File: config.mk
export PLATFORM = sky130hd
export DESIGN_NAME = mpc_dev_flat
export DESIGN_NICKNAME = d
export VERILOG_FILES = /design/src/hdl/mpc_pkg.sv /design/src/hdl/mpc_if.sv /design/src/hdl/mpc_dev.sv /design/src/flat_wrapper.sv
export VERILOG_INCLUDE_DIRS = /design/src /design/src/hdl
export SDC_FILE = /design/constraint.sdc
export NUM_CORES = 1
export LEC_CHECK = 0
export BUFFER_PORTS_ARGS = -buffer_cell sky130_fd_sc_hd__buf_2
export CAP_MARGIN = 40
export CORE_MARGIN = 2
export CORE_UTILIZATION = 50
export CTS_BUF_LIST = sky130_fd_sc_hd__clkbuf_2 sky130_fd_sc_hd__clkbuf_4 sky130_fd_sc_hd__clkbuf_8
export DETAILED_ROUTE_END_ITERATION = 7
export PLACE_DENSITY = 0.73
export SYNTH_ARGS = -nofsm -noshare
export SYNTH_HDL_FRONTEND = slang
export SYNTH_SLANG_ARGS = --single-unit
File: constraint.sdc
create_clock -name clk_i -period 2.1 [get_ports clk_i]
set_input_delay 0.105 -clock clk_i [delete_from_list [all_inputs] [get_ports clk_i]]
set_output_delay 0.105 -clock clk_i [all_outputs]
set_load 0.02 [all_outputs]
File: src/hdl/mpc_regs.svh
// offsets, field positions, reset values and timing counts for the
// multifunction port configuration block; included by bare name
`ifndef MPC_REGS_SVH
`define MPC_REGS_SVH
`define MPC_OFF_PORT_CFG_A 8'h80
`define MPC_OFF_PORT_CFG_B 8'h81
`define MPC_OFF_PORT_CFG_C 8'h82
`define MPC_OFF_PORT_CFG_D 8'h83
`define MPC_OFF_PORT_CFG_CLK 8'h84
`define MPC_OFF_CTRL 8'h90
`define MPC_OFF_STATUS 8'h91
`define MPC_RST_PORT_CFG 8'h00
`define MPC_RST_CLK_CFG 8'h00
`define MPC_RST_CTRL 8'h00
`define MPC_RX_SEL_MSB 6
`define MPC_RX_SEL_LSB 4
`define MPC_TX_SEL_MSB 3
`define MPC_TX_SEL_LSB 0
`define MPC_POL_BIT 3
`define MPC_RSVD_BIT 2
`define MPC_SYSRX_DIR_BIT 1
`define MPC_RXCLK_DIR_BIT 0
`define MPC_CTRL_INTERNAL_SYNC_PULSE_SEL_BIT 0
`define MPC_CTRL_FFS_BIT 1
`define MPC_CTRL_CASMF_BIT 2
`define MPC_CTRL_TX_SIGNALING_SLOT_MARKER_BIT 3
`define MPC_CTRL_XLT_BIT 4
`define MPC_BIT_NS 488
`define MPC_CLK_NS 10
`define MPC_BIT_CYC ((`MPC_BIT_NS + `MPC_CLK_NS - 1) / `MPC_CLK_NS)
`define MPC_BITS_FRAME 256
`define MPC_FRAMES_MF 16
`endif

File: src/hdl/mpc_pkg.sv
// types shared by both ends of the multifunction port configuration link
// assumes mpc_regs.svh for numeric constants
package mpc_pkg;
    typedef logic [7:0] mpc_byte_t;
    typedef logic [2:0] mpc_rx_sel_t;
    typedef logic [3:0] mpc_tx_sel_t;
    typedef enum logic [2:0] {
        MPC_RX_SYNC_IN = 3'h0, MPC_RX_FRAME_MARK = 3'h1,
        MPC_RX_MF_START = 3'h2, MPC_RX_SIG_MARK = 3'h3,
        MPC_RX_SIG_OUT = 3'h4, MPC_RX_SPARE_MARK = 3'h5,
        MPC_RX_FREEZE = 3'h6, MPC_RX_FRAME_PULSE = 3'h7
    } mpc_rx_fn_e;
    typedef enum logic [3:0] {
        MPC_TX_SYNC_IN = 4'h0, MPC_TX_MF_SYNC_IN = 4'h1,
        MPC_TX_SIG_IN = 4'h2, MPC_TX_CLK_IN = 4'h3,
        MPC_TX_MF_START = 4'h4, MPC_TX_SIG_MARK = 4'h5,
        MPC_TX_SPARE_MARK = 4'h6, MPC_TX_LINE_CLK = 4'h7,
        MPC_TX_TRISTATE = 4'h8
    } mpc_tx_fn_e;
    typedef enum logic [2:0] {
        MPC_H_IDLE = 3'b001, MPC_H_WRITE = 3'b010, MPC_H_READ = 3'b100
    } mpc_host_state_e;
endpackage : mpc_pkg

File: src/hdl/mpc_if.sv
// link between the framer port block and the system-side backplane logic
// assumes one clock shared by both ends; multifunction pins are in/out/enable triples, clock pins have an enable only
`timescale 1ns/1ps
`default_nettype none
interface mpc_if;
    logic [7:0] addr;
    logic [7:0] wdata;
    logic wr;
    logic rd;
    logic [7:0] rdata;
    logic [3:0] rx_pin_out;
    logic [3:0] rx_pin_oe;
    logic [3:0] rx_pin_in;
    logic [3:0] tx_pin_out;
    logic [3:0] tx_pin_oe;
    logic [3:0] tx_pin_in;
    logic sys_rx_clk_oe;
    logic rx_clk_oe;
    logic line_tristate;
    modport dev (input addr, input wdata, input wr, input rd,
        output rdata, output rx_pin_out, output rx_pin_oe,
        input rx_pin_in, output tx_pin_out, output tx_pin_oe,
        input tx_pin_in, output sys_rx_clk_oe, output rx_clk_oe,
        output line_tristate);
    modport sys (output addr, output wdata, output wr, output rd,
        input rdata, input rx_pin_out, input rx_pin_oe,
        output rx_pin_in, input tx_pin_out, input tx_pin_oe,
        output tx_pin_in, input sys_rx_clk_oe, input rx_clk_oe,
        input line_tristate);
endinterface : mpc_if
`default_nettype wire

File: src/hdl/mpc_dev.sv
// framer end: port configuration registers and multifunction pin muxing
// assumes mpc_regs.svh, mpc_pkg and a 100 MHz clock with synchronous reset
//
// Notes on behaviour
// - all multifunction pins are inputs after reset
// - function code also sets pin direction
// - registers one to four drive ports A-D
// - receive sync input chosen once only
// - receive sync input excludes frame marker
// - frame marker high one bit at offset
// - internal option gives active-low sync pulse
// - marker high at each multiframe start
// - marker during selected receive time slots
// - signaling data aligned to receive slots
// - marker on spare bit positions
// - freeze on alarms, held one multiframe; here held MF_BITS - 1 bit times, one bit short
// - low 488 ns frame pulse when synchronous
// - each transmit input function chosen once
// - avoid sync and multiframe sync together
// - multiframe sync input sets transmit frame
// - polarity bit sets multiframe sync level
// - signaling input, optionally gated by marker
// - system supplies transmit clock when needed
// - transmit multiframe, slot and spare markers
// - line clock output at 2.048 MHz
// - tristate input ORed with register bit
//
// The address-and-strobe port was chosen for this implementation.
`timescale 1ns/1ps
`default_nettype none
`include "mpc_regs.svh"
module mpc_dev #(
    parameter int RX_OFFSET = 0,
    parameter int TX_OFFSET = 0,
    parameter logic [31:0] RX_SLOTS = 32'h0001_0000,
    parameter logic [31:0] TX_SLOTS = 32'h0001_0000
) (
    input wire logic clk_i,
    input wire logic sys_rst_i,
    mpc_if.dev link,
    input wire logic rx_sync_i,
    input wire logic rx_alarm_i,
    input wire logic rx_sig_i,
    output logic [7:0] tx_sig_o,
    output logic tx_mf_start_o,
    output logic tx_sig_valid_o
);
    import mpc_pkg::*;
    localparam int BIT_CYC = `MPC_BIT_CYC;
    localparam int MF_BITS = `MPC_BITS_FRAME * `MPC_FRAMES_MF;

    typedef struct packed {
        mpc_byte_t [3:0] port_cfg;
        mpc_byte_t clk_cfg;
        mpc_byte_t ctrl;
        mpc_byte_t rdata;
        logic [5:0] div;
        logic [11:0] bitpos;
        logic [11:0] frz_cnt;
        logic frz;
        logic [3:0] rx_out;
        logic [3:0] rx_oe;
        logic [3:0] tx_out;
        logic [3:0] tx_oe;
        logic sclk_oe;
        logic rclk_oe;
        logic tri_out;
        logic [7:0] tx_sig;
        logic tx_mf;
        logic tx_sig_v;
        logic [2:0] tx_bit;
    } mpc_dev_s;
    mpc_dev_s st_reg;
    mpc_dev_s st_next;

    function automatic logic rx_is_out(input mpc_byte_t cfg);
        return cfg[`MPC_RX_SEL_MSB:`MPC_RX_SEL_LSB] != MPC_RX_SYNC_IN;
    endfunction : rx_is_out

    function automatic logic tx_is_out(input mpc_byte_t cfg);
        mpc_tx_sel_t s;
        s = cfg[`MPC_TX_SEL_MSB:`MPC_TX_SEL_LSB];
        return s >= MPC_TX_MF_START && s <= MPC_TX_LINE_CLK;
    endfunction : tx_is_out

    function automatic logic is_spare(input logic [11:0] bp);
        // spare bits: bits 3..7 of slot 0 in odd frames
        return bp[8] && bp[7:3] == 5'h00 && bp[2:0] >= 3'h3;
    endfunction : is_spare

    logic [7:0] slot;
    logic [7:0] rx_phase;
    logic [7:0] tx_phase;
    logic mf_sync;
    logic sig_gate;
    logic [3:0] rx_fn_out;
    logic [3:0] tx_fn_out;

    always_comb begin
        st_next = st_reg;
        slot = {3'h0, st_reg.bitpos[7:3]};
        rx_phase = 8'(st_reg.bitpos[7:0] - 8'(RX_OFFSET));
        tx_phase = 8'(st_reg.bitpos[7:0] - 8'(TX_OFFSET));
        mf_sync = 1'b0;
        sig_gate = 1'b0;
        rx_fn_out = 4'h0;
        tx_fn_out = 4'h0;
        // ----------------------------------------------------------------
        // register access
        // ----------------------------------------------------------------
        st_next.rdata = 8'h00;
        if (link.wr) begin
            for (int i = 0; i < 4; i++) begin
                if (link.addr == 8'(`MPC_OFF_PORT_CFG_A + i)) begin
                    st_next.port_cfg[i] = link.wdata;
                end
            end
            if (link.addr == `MPC_OFF_PORT_CFG_CLK) begin
                st_next.clk_cfg = link.wdata;
                st_next.clk_cfg[`MPC_RSVD_BIT] = 1'b0;
            end
            if (link.addr == `MPC_OFF_CTRL) begin
                st_next.ctrl = link.wdata;
            end
        end
        if (link.rd) begin
            for (int i = 0; i < 4; i++) begin
                if (link.addr == 8'(`MPC_OFF_PORT_CFG_A + i)) begin
                    st_next.rdata = st_reg.port_cfg[i];
                end
            end
            if (link.addr == `MPC_OFF_PORT_CFG_CLK) begin
                st_next.rdata = st_reg.clk_cfg;
            end
            if (link.addr == `MPC_OFF_CTRL) begin
                st_next.rdata = st_reg.ctrl;
            end
            if (link.addr == `MPC_OFF_STATUS) begin
                st_next.rdata = {st_reg.frz, rx_sync_i, 6'h00};
            end
        end
        // ----------------------------------------------------------------
        // bit timing
        // ----------------------------------------------------------------
        if (st_reg.div == 6'(BIT_CYC - 1)) begin
            st_next.div = 6'h00;
            st_next.bitpos = 12'(st_reg.bitpos + 12'h001);
        end else begin
            st_next.div = 6'(st_reg.div + 6'h01);
        end
        for (int p = 0; p < 4; p++) begin
            if (st_reg.port_cfg[p][`MPC_TX_SEL_MSB:`MPC_TX_SEL_LSB]
                    == MPC_TX_MF_SYNC_IN &&
                    (link.tx_pin_in[p] ==
                    st_reg.clk_cfg[`MPC_POL_BIT])) begin
                mf_sync = 1'b1;
            end
            if (st_reg.port_cfg[p][`MPC_TX_SEL_MSB:`MPC_TX_SEL_LSB]
                    == MPC_TX_SIG_MARK && link.tx_pin_out[p]) begin
                sig_gate = 1'b1;
            end
        end
        if (mf_sync) begin
            st_next.bitpos = 12'(TX_OFFSET);
            st_next.div = 6'h00;
        end
        // ----------------------------------------------------------------
        // freeze: held for MF_BITS - 1 bit times after alarm, one bit short of a multiframe
        // ----------------------------------------------------------------
        if (rx_alarm_i) begin
            st_next.frz = 1'b1;
            st_next.frz_cnt = 12'(MF_BITS - 1);
        end else if (st_reg.frz_cnt != 12'h000) begin
            if (st_reg.div == 6'(BIT_CYC - 1)) begin
                st_next.frz_cnt = 12'(st_reg.frz_cnt - 12'h001);
            end
        end else begin
            st_next.frz = 1'b0;
        end
        // ----------------------------------------------------------------
        // transmit signaling capture
        // ----------------------------------------------------------------
        st_next.tx_sig_v = 1'b0;
        st_next.tx_mf = st_reg.bitpos == 12'h000;
        for (int p = 0; p < 4; p++) begin
            if (st_reg.port_cfg[p][`MPC_TX_SEL_MSB:`MPC_TX_SEL_LSB]
                    == MPC_TX_SIG_IN && st_reg.div == 6'h00 &&
                    (!st_reg.ctrl[`MPC_CTRL_TX_SIGNALING_SLOT_MARKER_BIT] || sig_gate)) begin
                st_next.tx_sig[st_reg.tx_bit] = link.tx_pin_in[p];
                st_next.tx_bit = 3'(st_reg.tx_bit - 3'h1);
                st_next.tx_sig_v = st_reg.tx_bit == 3'h0;
            end
        end
        // ----------------------------------------------------------------
        // pin functions and directions
        // ----------------------------------------------------------------
        st_next.tri_out = st_reg.ctrl[`MPC_CTRL_XLT_BIT];
        for (int p = 0; p < 4; p++) begin
            unique case (st_reg.port_cfg[p][`MPC_RX_SEL_MSB:`MPC_RX_SEL_LSB])
                MPC_RX_SYNC_IN: rx_fn_out[p] = 1'b0;
                MPC_RX_FRAME_MARK: rx_fn_out[p] =
                    st_reg.ctrl[`MPC_CTRL_INTERNAL_SYNC_PULSE_SEL_BIT] ?
                    (st_reg.bitpos[7:0] != 8'h00) :
                    (rx_phase == 8'h00);
                MPC_RX_MF_START: rx_fn_out[p] =
                    st_reg.bitpos[11:0] == 12'h000 ||
                    (!st_reg.ctrl[`MPC_CTRL_CASMF_BIT] &&
                    st_reg.bitpos[8:0] == 9'h000);
                MPC_RX_SIG_MARK: rx_fn_out[p] = RX_SLOTS[slot[4:0]];
                MPC_RX_SIG_OUT: rx_fn_out[p] = rx_sig_i;
                MPC_RX_SPARE_MARK:
                    rx_fn_out[p] = is_spare(st_reg.bitpos);
                MPC_RX_FREEZE: rx_fn_out[p] = st_reg.frz ||
                    st_reg.ctrl[`MPC_CTRL_FFS_BIT];
                MPC_RX_FRAME_PULSE: rx_fn_out[p] =
                    !(rx_sync_i && st_reg.bitpos[7:0] == 8'h00);
            endcase
            case (st_reg.port_cfg[p][`MPC_TX_SEL_MSB:`MPC_TX_SEL_LSB])
                MPC_TX_MF_START:
                    tx_fn_out[p] = st_reg.bitpos == 12'h000;
                MPC_TX_SIG_MARK:
                    tx_fn_out[p] = TX_SLOTS[tx_phase[7:3]];
                MPC_TX_SPARE_MARK:
                    tx_fn_out[p] = is_spare(st_reg.bitpos);
                MPC_TX_LINE_CLK:
                    tx_fn_out[p] = st_reg.div < 6'(BIT_CYC / 2);
                MPC_TX_TRISTATE: begin
                    tx_fn_out[p] = 1'b0;
                    if (link.tx_pin_in[p]) begin
                        st_next.tri_out = 1'b1;
                    end
                end
                default: tx_fn_out[p] = 1'b0;
            endcase
            st_next.rx_oe[p] = rx_is_out(st_reg.port_cfg[p]);
            st_next.tx_oe[p] = tx_is_out(st_reg.port_cfg[p]);
        end
        st_next.rx_out = rx_fn_out;
        st_next.tx_out = tx_fn_out;
        st_next.sclk_oe = st_reg.clk_cfg[`MPC_SYSRX_DIR_BIT];
        st_next.rclk_oe = st_reg.clk_cfg[`MPC_RXCLK_DIR_BIT];
        if (sys_rst_i) begin
            st_next = '0;
            st_next.port_cfg = {4{`MPC_RST_PORT_CFG}};
            st_next.clk_cfg = `MPC_RST_CLK_CFG;
            st_next.ctrl = `MPC_RST_CTRL;
            st_next.tx_bit = 3'h7;
        end
    end

    always_ff @(posedge clk_i) begin
        st_reg <= st_next;
    end

    assign link.rdata = st_reg.rdata;
    assign link.rx_pin_out = st_reg.rx_out;
    assign link.rx_pin_oe = st_reg.rx_oe;
    assign link.tx_pin_out = st_reg.tx_out;
    assign link.tx_pin_oe = st_reg.tx_oe;
    assign link.sys_rx_clk_oe = st_reg.sclk_oe;
    assign link.rx_clk_oe = st_reg.rclk_oe;
    assign link.line_tristate = st_reg.tri_out;
    assign tx_sig_o = st_reg.tx_sig;
    assign tx_mf_start_o = st_reg.tx_mf;
    assign tx_sig_valid_o = st_reg.tx_sig_v;
endmodule : mpc_dev
`default_nettype wire

File: src/flat_wrapper.sv
// flat-port wrapper written by rule: the top's interface ports become plain ports
module mpc_dev_flat import mpc_pkg::*;
#(
    parameter int RX_OFFSET = 0,
    parameter int TX_OFFSET = 0,
    parameter logic [31:0] RX_SLOTS = 32'h0001_0000,
    parameter logic [31:0] TX_SLOTS = 32'h0001_0000
)
  (clk_i, sys_rst_i, rx_sync_i, rx_alarm_i, rx_sig_i, tx_sig_o, tx_mf_start_o, tx_sig_valid_o, link_addr, link_wdata, link_wr, link_rd, link_rdata, link_rx_pin_out, link_rx_pin_oe, link_rx_pin_in, link_tx_pin_out, link_tx_pin_oe, link_tx_pin_in, link_sys_rx_clk_oe, link_rx_clk_oe, link_line_tristate);
  mpc_if link_i ();
  input wire logic clk_i;
  input wire logic sys_rst_i;
  input wire logic rx_sync_i;
  input wire logic rx_alarm_i;
  input wire logic rx_sig_i;
  output logic [7:0] tx_sig_o;
  output logic tx_mf_start_o;
  output logic tx_sig_valid_o;
  input wire logic [$bits(link_i.addr)-1:0] link_addr;
  input wire logic [$bits(link_i.wdata)-1:0] link_wdata;
  input wire logic [$bits(link_i.wr)-1:0] link_wr;
  input wire logic [$bits(link_i.rd)-1:0] link_rd;
  output wire logic [$bits(link_i.rdata)-1:0] link_rdata;
  output wire logic [$bits(link_i.rx_pin_out)-1:0] link_rx_pin_out;
  output wire logic [$bits(link_i.rx_pin_oe)-1:0] link_rx_pin_oe;
  input wire logic [$bits(link_i.rx_pin_in)-1:0] link_rx_pin_in;
  output wire logic [$bits(link_i.tx_pin_out)-1:0] link_tx_pin_out;
  output wire logic [$bits(link_i.tx_pin_oe)-1:0] link_tx_pin_oe;
  input wire logic [$bits(link_i.tx_pin_in)-1:0] link_tx_pin_in;
  output wire logic [$bits(link_i.sys_rx_clk_oe)-1:0] link_sys_rx_clk_oe;
  output wire logic [$bits(link_i.rx_clk_oe)-1:0] link_rx_clk_oe;
  output wire logic [$bits(link_i.line_tristate)-1:0] link_line_tristate;
  assign link_i.addr = link_addr;
  assign link_i.wdata = link_wdata;
  assign link_i.wr = link_wr;
  assign link_i.rd = link_rd;
  assign link_rdata = link_i.rdata;
  assign link_rx_pin_out = link_i.rx_pin_out;
  assign link_rx_pin_oe = link_i.rx_pin_oe;
  assign link_i.rx_pin_in = link_rx_pin_in;
  assign link_tx_pin_out = link_i.tx_pin_out;
  assign link_tx_pin_oe = link_i.tx_pin_oe;
  assign link_i.tx_pin_in = link_tx_pin_in;
  assign link_sys_rx_clk_oe = link_i.sys_rx_clk_oe;
  assign link_rx_clk_oe = link_i.rx_clk_oe;
  assign link_line_tristate = link_i.line_tristate;
  mpc_dev #(.RX_OFFSET(RX_OFFSET), .TX_OFFSET(TX_OFFSET), .RX_SLOTS(RX_SLOTS), .TX_SLOTS(TX_SLOTS)) u_core (.clk_i(clk_i), .sys_rst_i(sys_rst_i), .link(link_i), .rx_sync_i(rx_sync_i), .rx_alarm_i(rx_alarm_i), .rx_sig_i(rx_sig_i), .tx_sig_o(tx_sig_o), .tx_mf_start_o(tx_mf_start_o), .tx_sig_valid_o(tx_sig_valid_o));
endmodule
* After elaboration in Yosys (flattened, before gate mapping) *
Memories as Yosys holds them, arrays and structs flattened. A register that Yosys moved wholly into a read port is not among the register bits.
Index checks and enable logic that the tools add are counted.

operators by class
  $add $sub $neg = 4
  order comparisons = 13
  eq/ne operators = 69
  mux-type cells = 53
  reduce and logical (&&, ||, !) cells = 61
  bitwise gates (word level) = 1

operators by type and width
  cell                                                  number
  two-way mux 8 bit                                     11
  == test 4 x 3 -> 1 bit (second input constant)        16
  == test 8 bit (second input constant)                 7
  == test 3 bit (second input constant)                 16
  bitwise mux 8 bit                                     4
  one-hot mux 1 bit (8 select lines)                    4
  logical AND 1 bit                                     25
  == test 3 x 2 -> 1 bit (second input constant)        8
  two-way mux 12 bit                                    2
  two-way mux 1 bit                                     20
  == test 4 x 1 -> 1 bit (second input constant)        4
  == test 4 x 2 -> 1 bit (second input constant)        4
  == test 4 bit (second input constant)                 4
  >= comparator 4 x 3 -> 1 bit (second input constant)  4
  <= comparator 4 x 3 -> 1 bit (second input constant)  4
  two-way mux 4 bit                                     4
  one-hot mux 1 bit (4 select lines)                    4
  zero test 3 bit                                       5
  AND reduction 2 bit                                   7
  two-way mux 13 bit                                    1
  adder 12 x 1 -> 12 bit (second input constant)        1
  == test 3 x 1 -> 1 bit (second input constant)        4
  zero test 12 bit                                      1
  nonzero test 12 bit                                   1
  26 further kinds                                      40

word-level totals
  input port bits = 31
  register bits = 118
  output and inout port bits = 37
  logic and storage cells = 225
  memories kept = 1
  memory bits (read-only) = 32

memory list
  name              words  width  rd ports  clocked after memory_dff  write ports  line            source
  (name not given)  32     1      1         1                         0            mpc_dev.sv:222  tx_fn_out[p] = TX_SLOTS[tx_phase[7:3]];

* Longest topological paths before layout *
  word-level depth = 15
  mapped depth = 8

* Worst setup path after synthesis *
OpenSTA, ideal clock, no wires.

  kind = register to register
  start = register u_core.st_reg, in the netlist u_core.slot[1]
  end = register u_core.st_reg, in the netlist u_core.link.rx_pin_out[0]
  path buffers = 1
  data arrival time = 2.037 ns
  setup slack = -0.067 ns
  period minus slack after synthesis = 2.167 ns
  library setup time = 0.129 ns
  stages on the path, launching flop included = 7
  path through = dfxtp_1 -> buf_2 -> or4_4 -> or4_4 -> mux4_2 -> o21ai_1 -> a31oi_1

on the way
  cells in the longest elaborated chain, start to end = 4
  elaborated cells on any way between the ends = 13
  classes of those cells = 2 x mux; 11 x reduce/logical

ends and longest elaborated chain
  element                                         line                                           source
  from (decl)                                     mpc_dev.sv:73                                  mpc_dev_s st_reg;
  from (signal assigned)                          mpc_dev.sv:252                                 st_reg <= st_next;
  zero test 9 bit, or another cell as far along   mpc_dev.sv:208                                 st_reg.bitpos[8:0] == 9'h000);
  logical AND 1 bit (on tied branches)            mpc_dev.sv:207, mpc_dev.sv:88, mpc_dev.sv:216
  logical OR 1 bit, or another cell as far along  mpc_dev.sv:206                                 st_reg.bitpos[11:0] == 12'h000 ||
  one-hot mux 1 bit (8 select lines) *            mpc_dev.sv:199                                 unique case (st_reg.port_cfg[p][`MPC_RX_SEL_MSB:`MPC_RX_SEL_LSB])

Every way passes the cells marked *; elsewhere a longest branch is shown, timed or not.
A chain may end at the register's enable or synchronous reset.

* Final worst setup path *
  start = register u_core.st_reg, in the netlist u_core.slot[4]
  end = register u_core.st_reg, in the netlist u_core.link.rx_pin_out[0]

Same word-level chain as after synthesis.

==> results.txt <==
Outcome - finished, violations left
Failing checks - negative setup slack
Final core occ - 59.87%
Clock share of power - 47.4%
Drt via density - 5.886
Final min period - 2.167 ns
Setup ws final - -0.06730 ns
Sequential area share after synthesis - 39.48%
Routed wire length per instance - 16.13 µm
CTS H-tree depth - 4
Count of different cell masters after synthesis - 59
1st-pass router iterations - 5
Die area - 12960 µm²
R2R depth - 5
Die height - 113.9 µm
Switching part of the total - 23.12%
# port buffers - 63
Seq cells post-synth - 119
Switch Pwr - 1.144 mW
Fill cell count - 1007
Total Routing Usage GR - 23.79%
Synth warn - 0
Lkg Pwr - 2.775 nW
Hold path depth - 4
Post-Route WL - 15090 µm
CP Class - reg -> reg
FP Rows - 40
HP Class - in -> reg
Syn Std Cell Area - 6035 µm²
Synth Flop Type - dfxtp_1
Post-synth EDFFs - 0
GPL Wtd Cong - 0.8959
Comb power frac - 6.0%
Initial DRC count - 491
Post-route DRC - 0
Relative slew margins - 62.66%
Nets - 815
Final worst path period share - 103.2%
Max Buffers Root-to-Sink - 2
Number of flip-flops in the largest register - 76
Sink Count - 119
CP endpoint kind - flop
First-pass GRT wire length - 24500 µm
DP Wirelength - 10770 µm
I/O Pins - 68
CTS tree - built
ANT nets after route - 0
DR vias - 5509
Critical path peak fanout - 4
Startpoint types - flop
Core Region - 11910 µm²
Total chip power - 4.948 mW
Ant. Diodes - 0
Layout cells sized above 1 - 22.31%
Initial core utilization - 50.66%
RSZ-0062 raised after global routing - true
Reg power frac - 46.6%
Maxcap violations - 0
Fmax - 0.4614 GHz
Pins Over Slew Limit - 0
Vias in the first global route - 5204
Fraction of registers with async set/reset - 0%
Arr. time, crit path - 2.49 ns
Syn avg cell area - 8.499 µm²
Cell Pwr Density - 693.8 nW/µm²
Clk_lat worst skew - 0.46 ns
Final hold violation count - 0
Max VDD drop - 349.4 µV
Die W - 113.9 µm
Clock slew at reported path FFs - 0.06 ns
GR Overflow Total - 0
Pint - 3.804 mW
Commonest cells after routing, fill and taps aside - dfxtp_1, nor2_1, buf_2
Largest net degree at the start of global routing - 42
Syn-to-layout area delta - 18.18%
Clk_skew - 0.01288 ns
# setup viols final - 4
Initial antenna violation count - 0
Commonest non-fill, non-tap cell in the layout - dfxtp_1
Number of CTS-inserted buffers - 17
CP required - 2.42 ns
Post-Synthesis Cells - 710
Post-synth net total - 749
Worst-margin pin slew - 0.5601 ns
Root buffer cell - clkbuf_8
==> metrics by stage <==
stage / std cells / hold WS, ns / worst slack (ns) / setup TNS, ns / instance area (µm²)
floorplan: 710 / 0.2224 / -0.06363 / -0.2173 / 6041
global placement: 891 / 0.3341 / -0.03940 / -0.1230 / 6471
detailed placement: 891 / 0.3412 / -0.1499 / -1.408 / 6471
CTS: 935 / 0.05958 / -0.06289 / -0.1362 / 7061
global route: 936 / 0.1042 / -0.09515 / -0.3389 / 7132
finish: 936 / 0.08885 / -0.06730 / -0.1293 / 7132
==> cell type report <==
type                    instances  area [µm²]  area share, %
clock buffers                  21       282.8          3.965
well taps                     147       183.9          2.579
inverters                      21       78.83          1.105
clock inverters                11       171.4          2.404
multi-input cells             500        3281          46.00
flip-flops and latches        119        2386          33.46
repair buffers                117       748.2          10.49
==> critical path, stage by stage, from the launching register on <==
cell and delay (ns):
dfxtp_2 0.32, or4_4 0.52, or4_4 0.52, mux4_2 0.49, o21ai_1 0.13, a31oi_1 0.06
==> what timing repair did <==
| item | 4_1_cts | 5_1_grt |
|---|---|---|
| hold buffers | 11 | 0 |
| pin swaps | 1 | 1 |
| setup endpoints to repair | 14 | 26 |
| setup buffers | 1 | 1 |
| endpoints found under the hold margin | 45 | 0 |
| resized for setup | 4 | 18 |
==> power groups by stage <==
stage	combinational [mW]	clock, mW	sequential (mW)
finish	0.297	2.35	2.31
global placement	0.259	0	2.35
global route	0.323	2.47	2.31
detailed placement	0.267	0	2.36
CTS	0.287	2.38	2.30
floorplan	0.165	0	2.35
==> per-layer routing <==
| layer | wire, µm | GRT usage, % | up-vias |
|---|---|---|---|
| li1 | - | - | 2645 |
| met1 | 6406 | 29.27 | 2609 |
| met2 | 7257 | 39.44 | 222 |
| met3 | 1087 | 6.111 | 33 |
| met4 | 340 | 10.57 | 0 |
| met5 | 0 | 0 | - |
==> cells in the mapped netlist, types with 8 or more instances <==
cell type,instances,area share (%)
dfxtp_1,119,39
xnor2_1,22,3.2
inv_1,21,1.3
nand2b_1,23,2.4
o21ai_0,10,0.83
nand3_1,36,3.0
nor4_1,15,1.6
clkbuf_1,32,2.0
nand2_1,60,3.7
ha_1,8,1.7
a21oi_1,47,3.9
nor2_1,83,5.2
buf_4,32,4.0
o2bb2ai_1,8,1.2
xor2_1,8,1.2
a211oi_1,8,1.0
nor3_1,20,1.7
mux2i_1,32,5.3
==> cells by family (layout without fill, tap and decap cells) <==
| group | after synthesis | in the layout | synth area share (%) |
|---|---|---|---|
| multiplexers | 36 | 36 | 6.801 |
| adder cells (fa/ha/maj) | 8 | 8 | 1.659 |
| flip-flops | 119 | 119 | 39.48 |
| AO/OA/AOI/OAI | 122 | 122 | 13.06 |
| AND/OR/NAND/NOR | 304 | 304 | 26.87 |
| buffers and inverters | 91 | 170 | 7.775 |
| XOR/XNOR | 30 | 30 | 4.354 |
==> worst paths after layout <==
kind	from	endpoint	slack, ns
worst max-delay path	u_core.slot[4]	u_core.link.rx_pin_out[0]	-0.07
worst min register to register	u_core.st_reg[78]	u_core.st_reg[78]	0.46
worst min-delay path	link_tx_pin_in[1]	u_core.link.line_tristate	0.09
worst max register to register	u_core.slot[4]	u_core.link.rx_pin_out[0]	-0.07
Power figures use the tool's default switching activity.
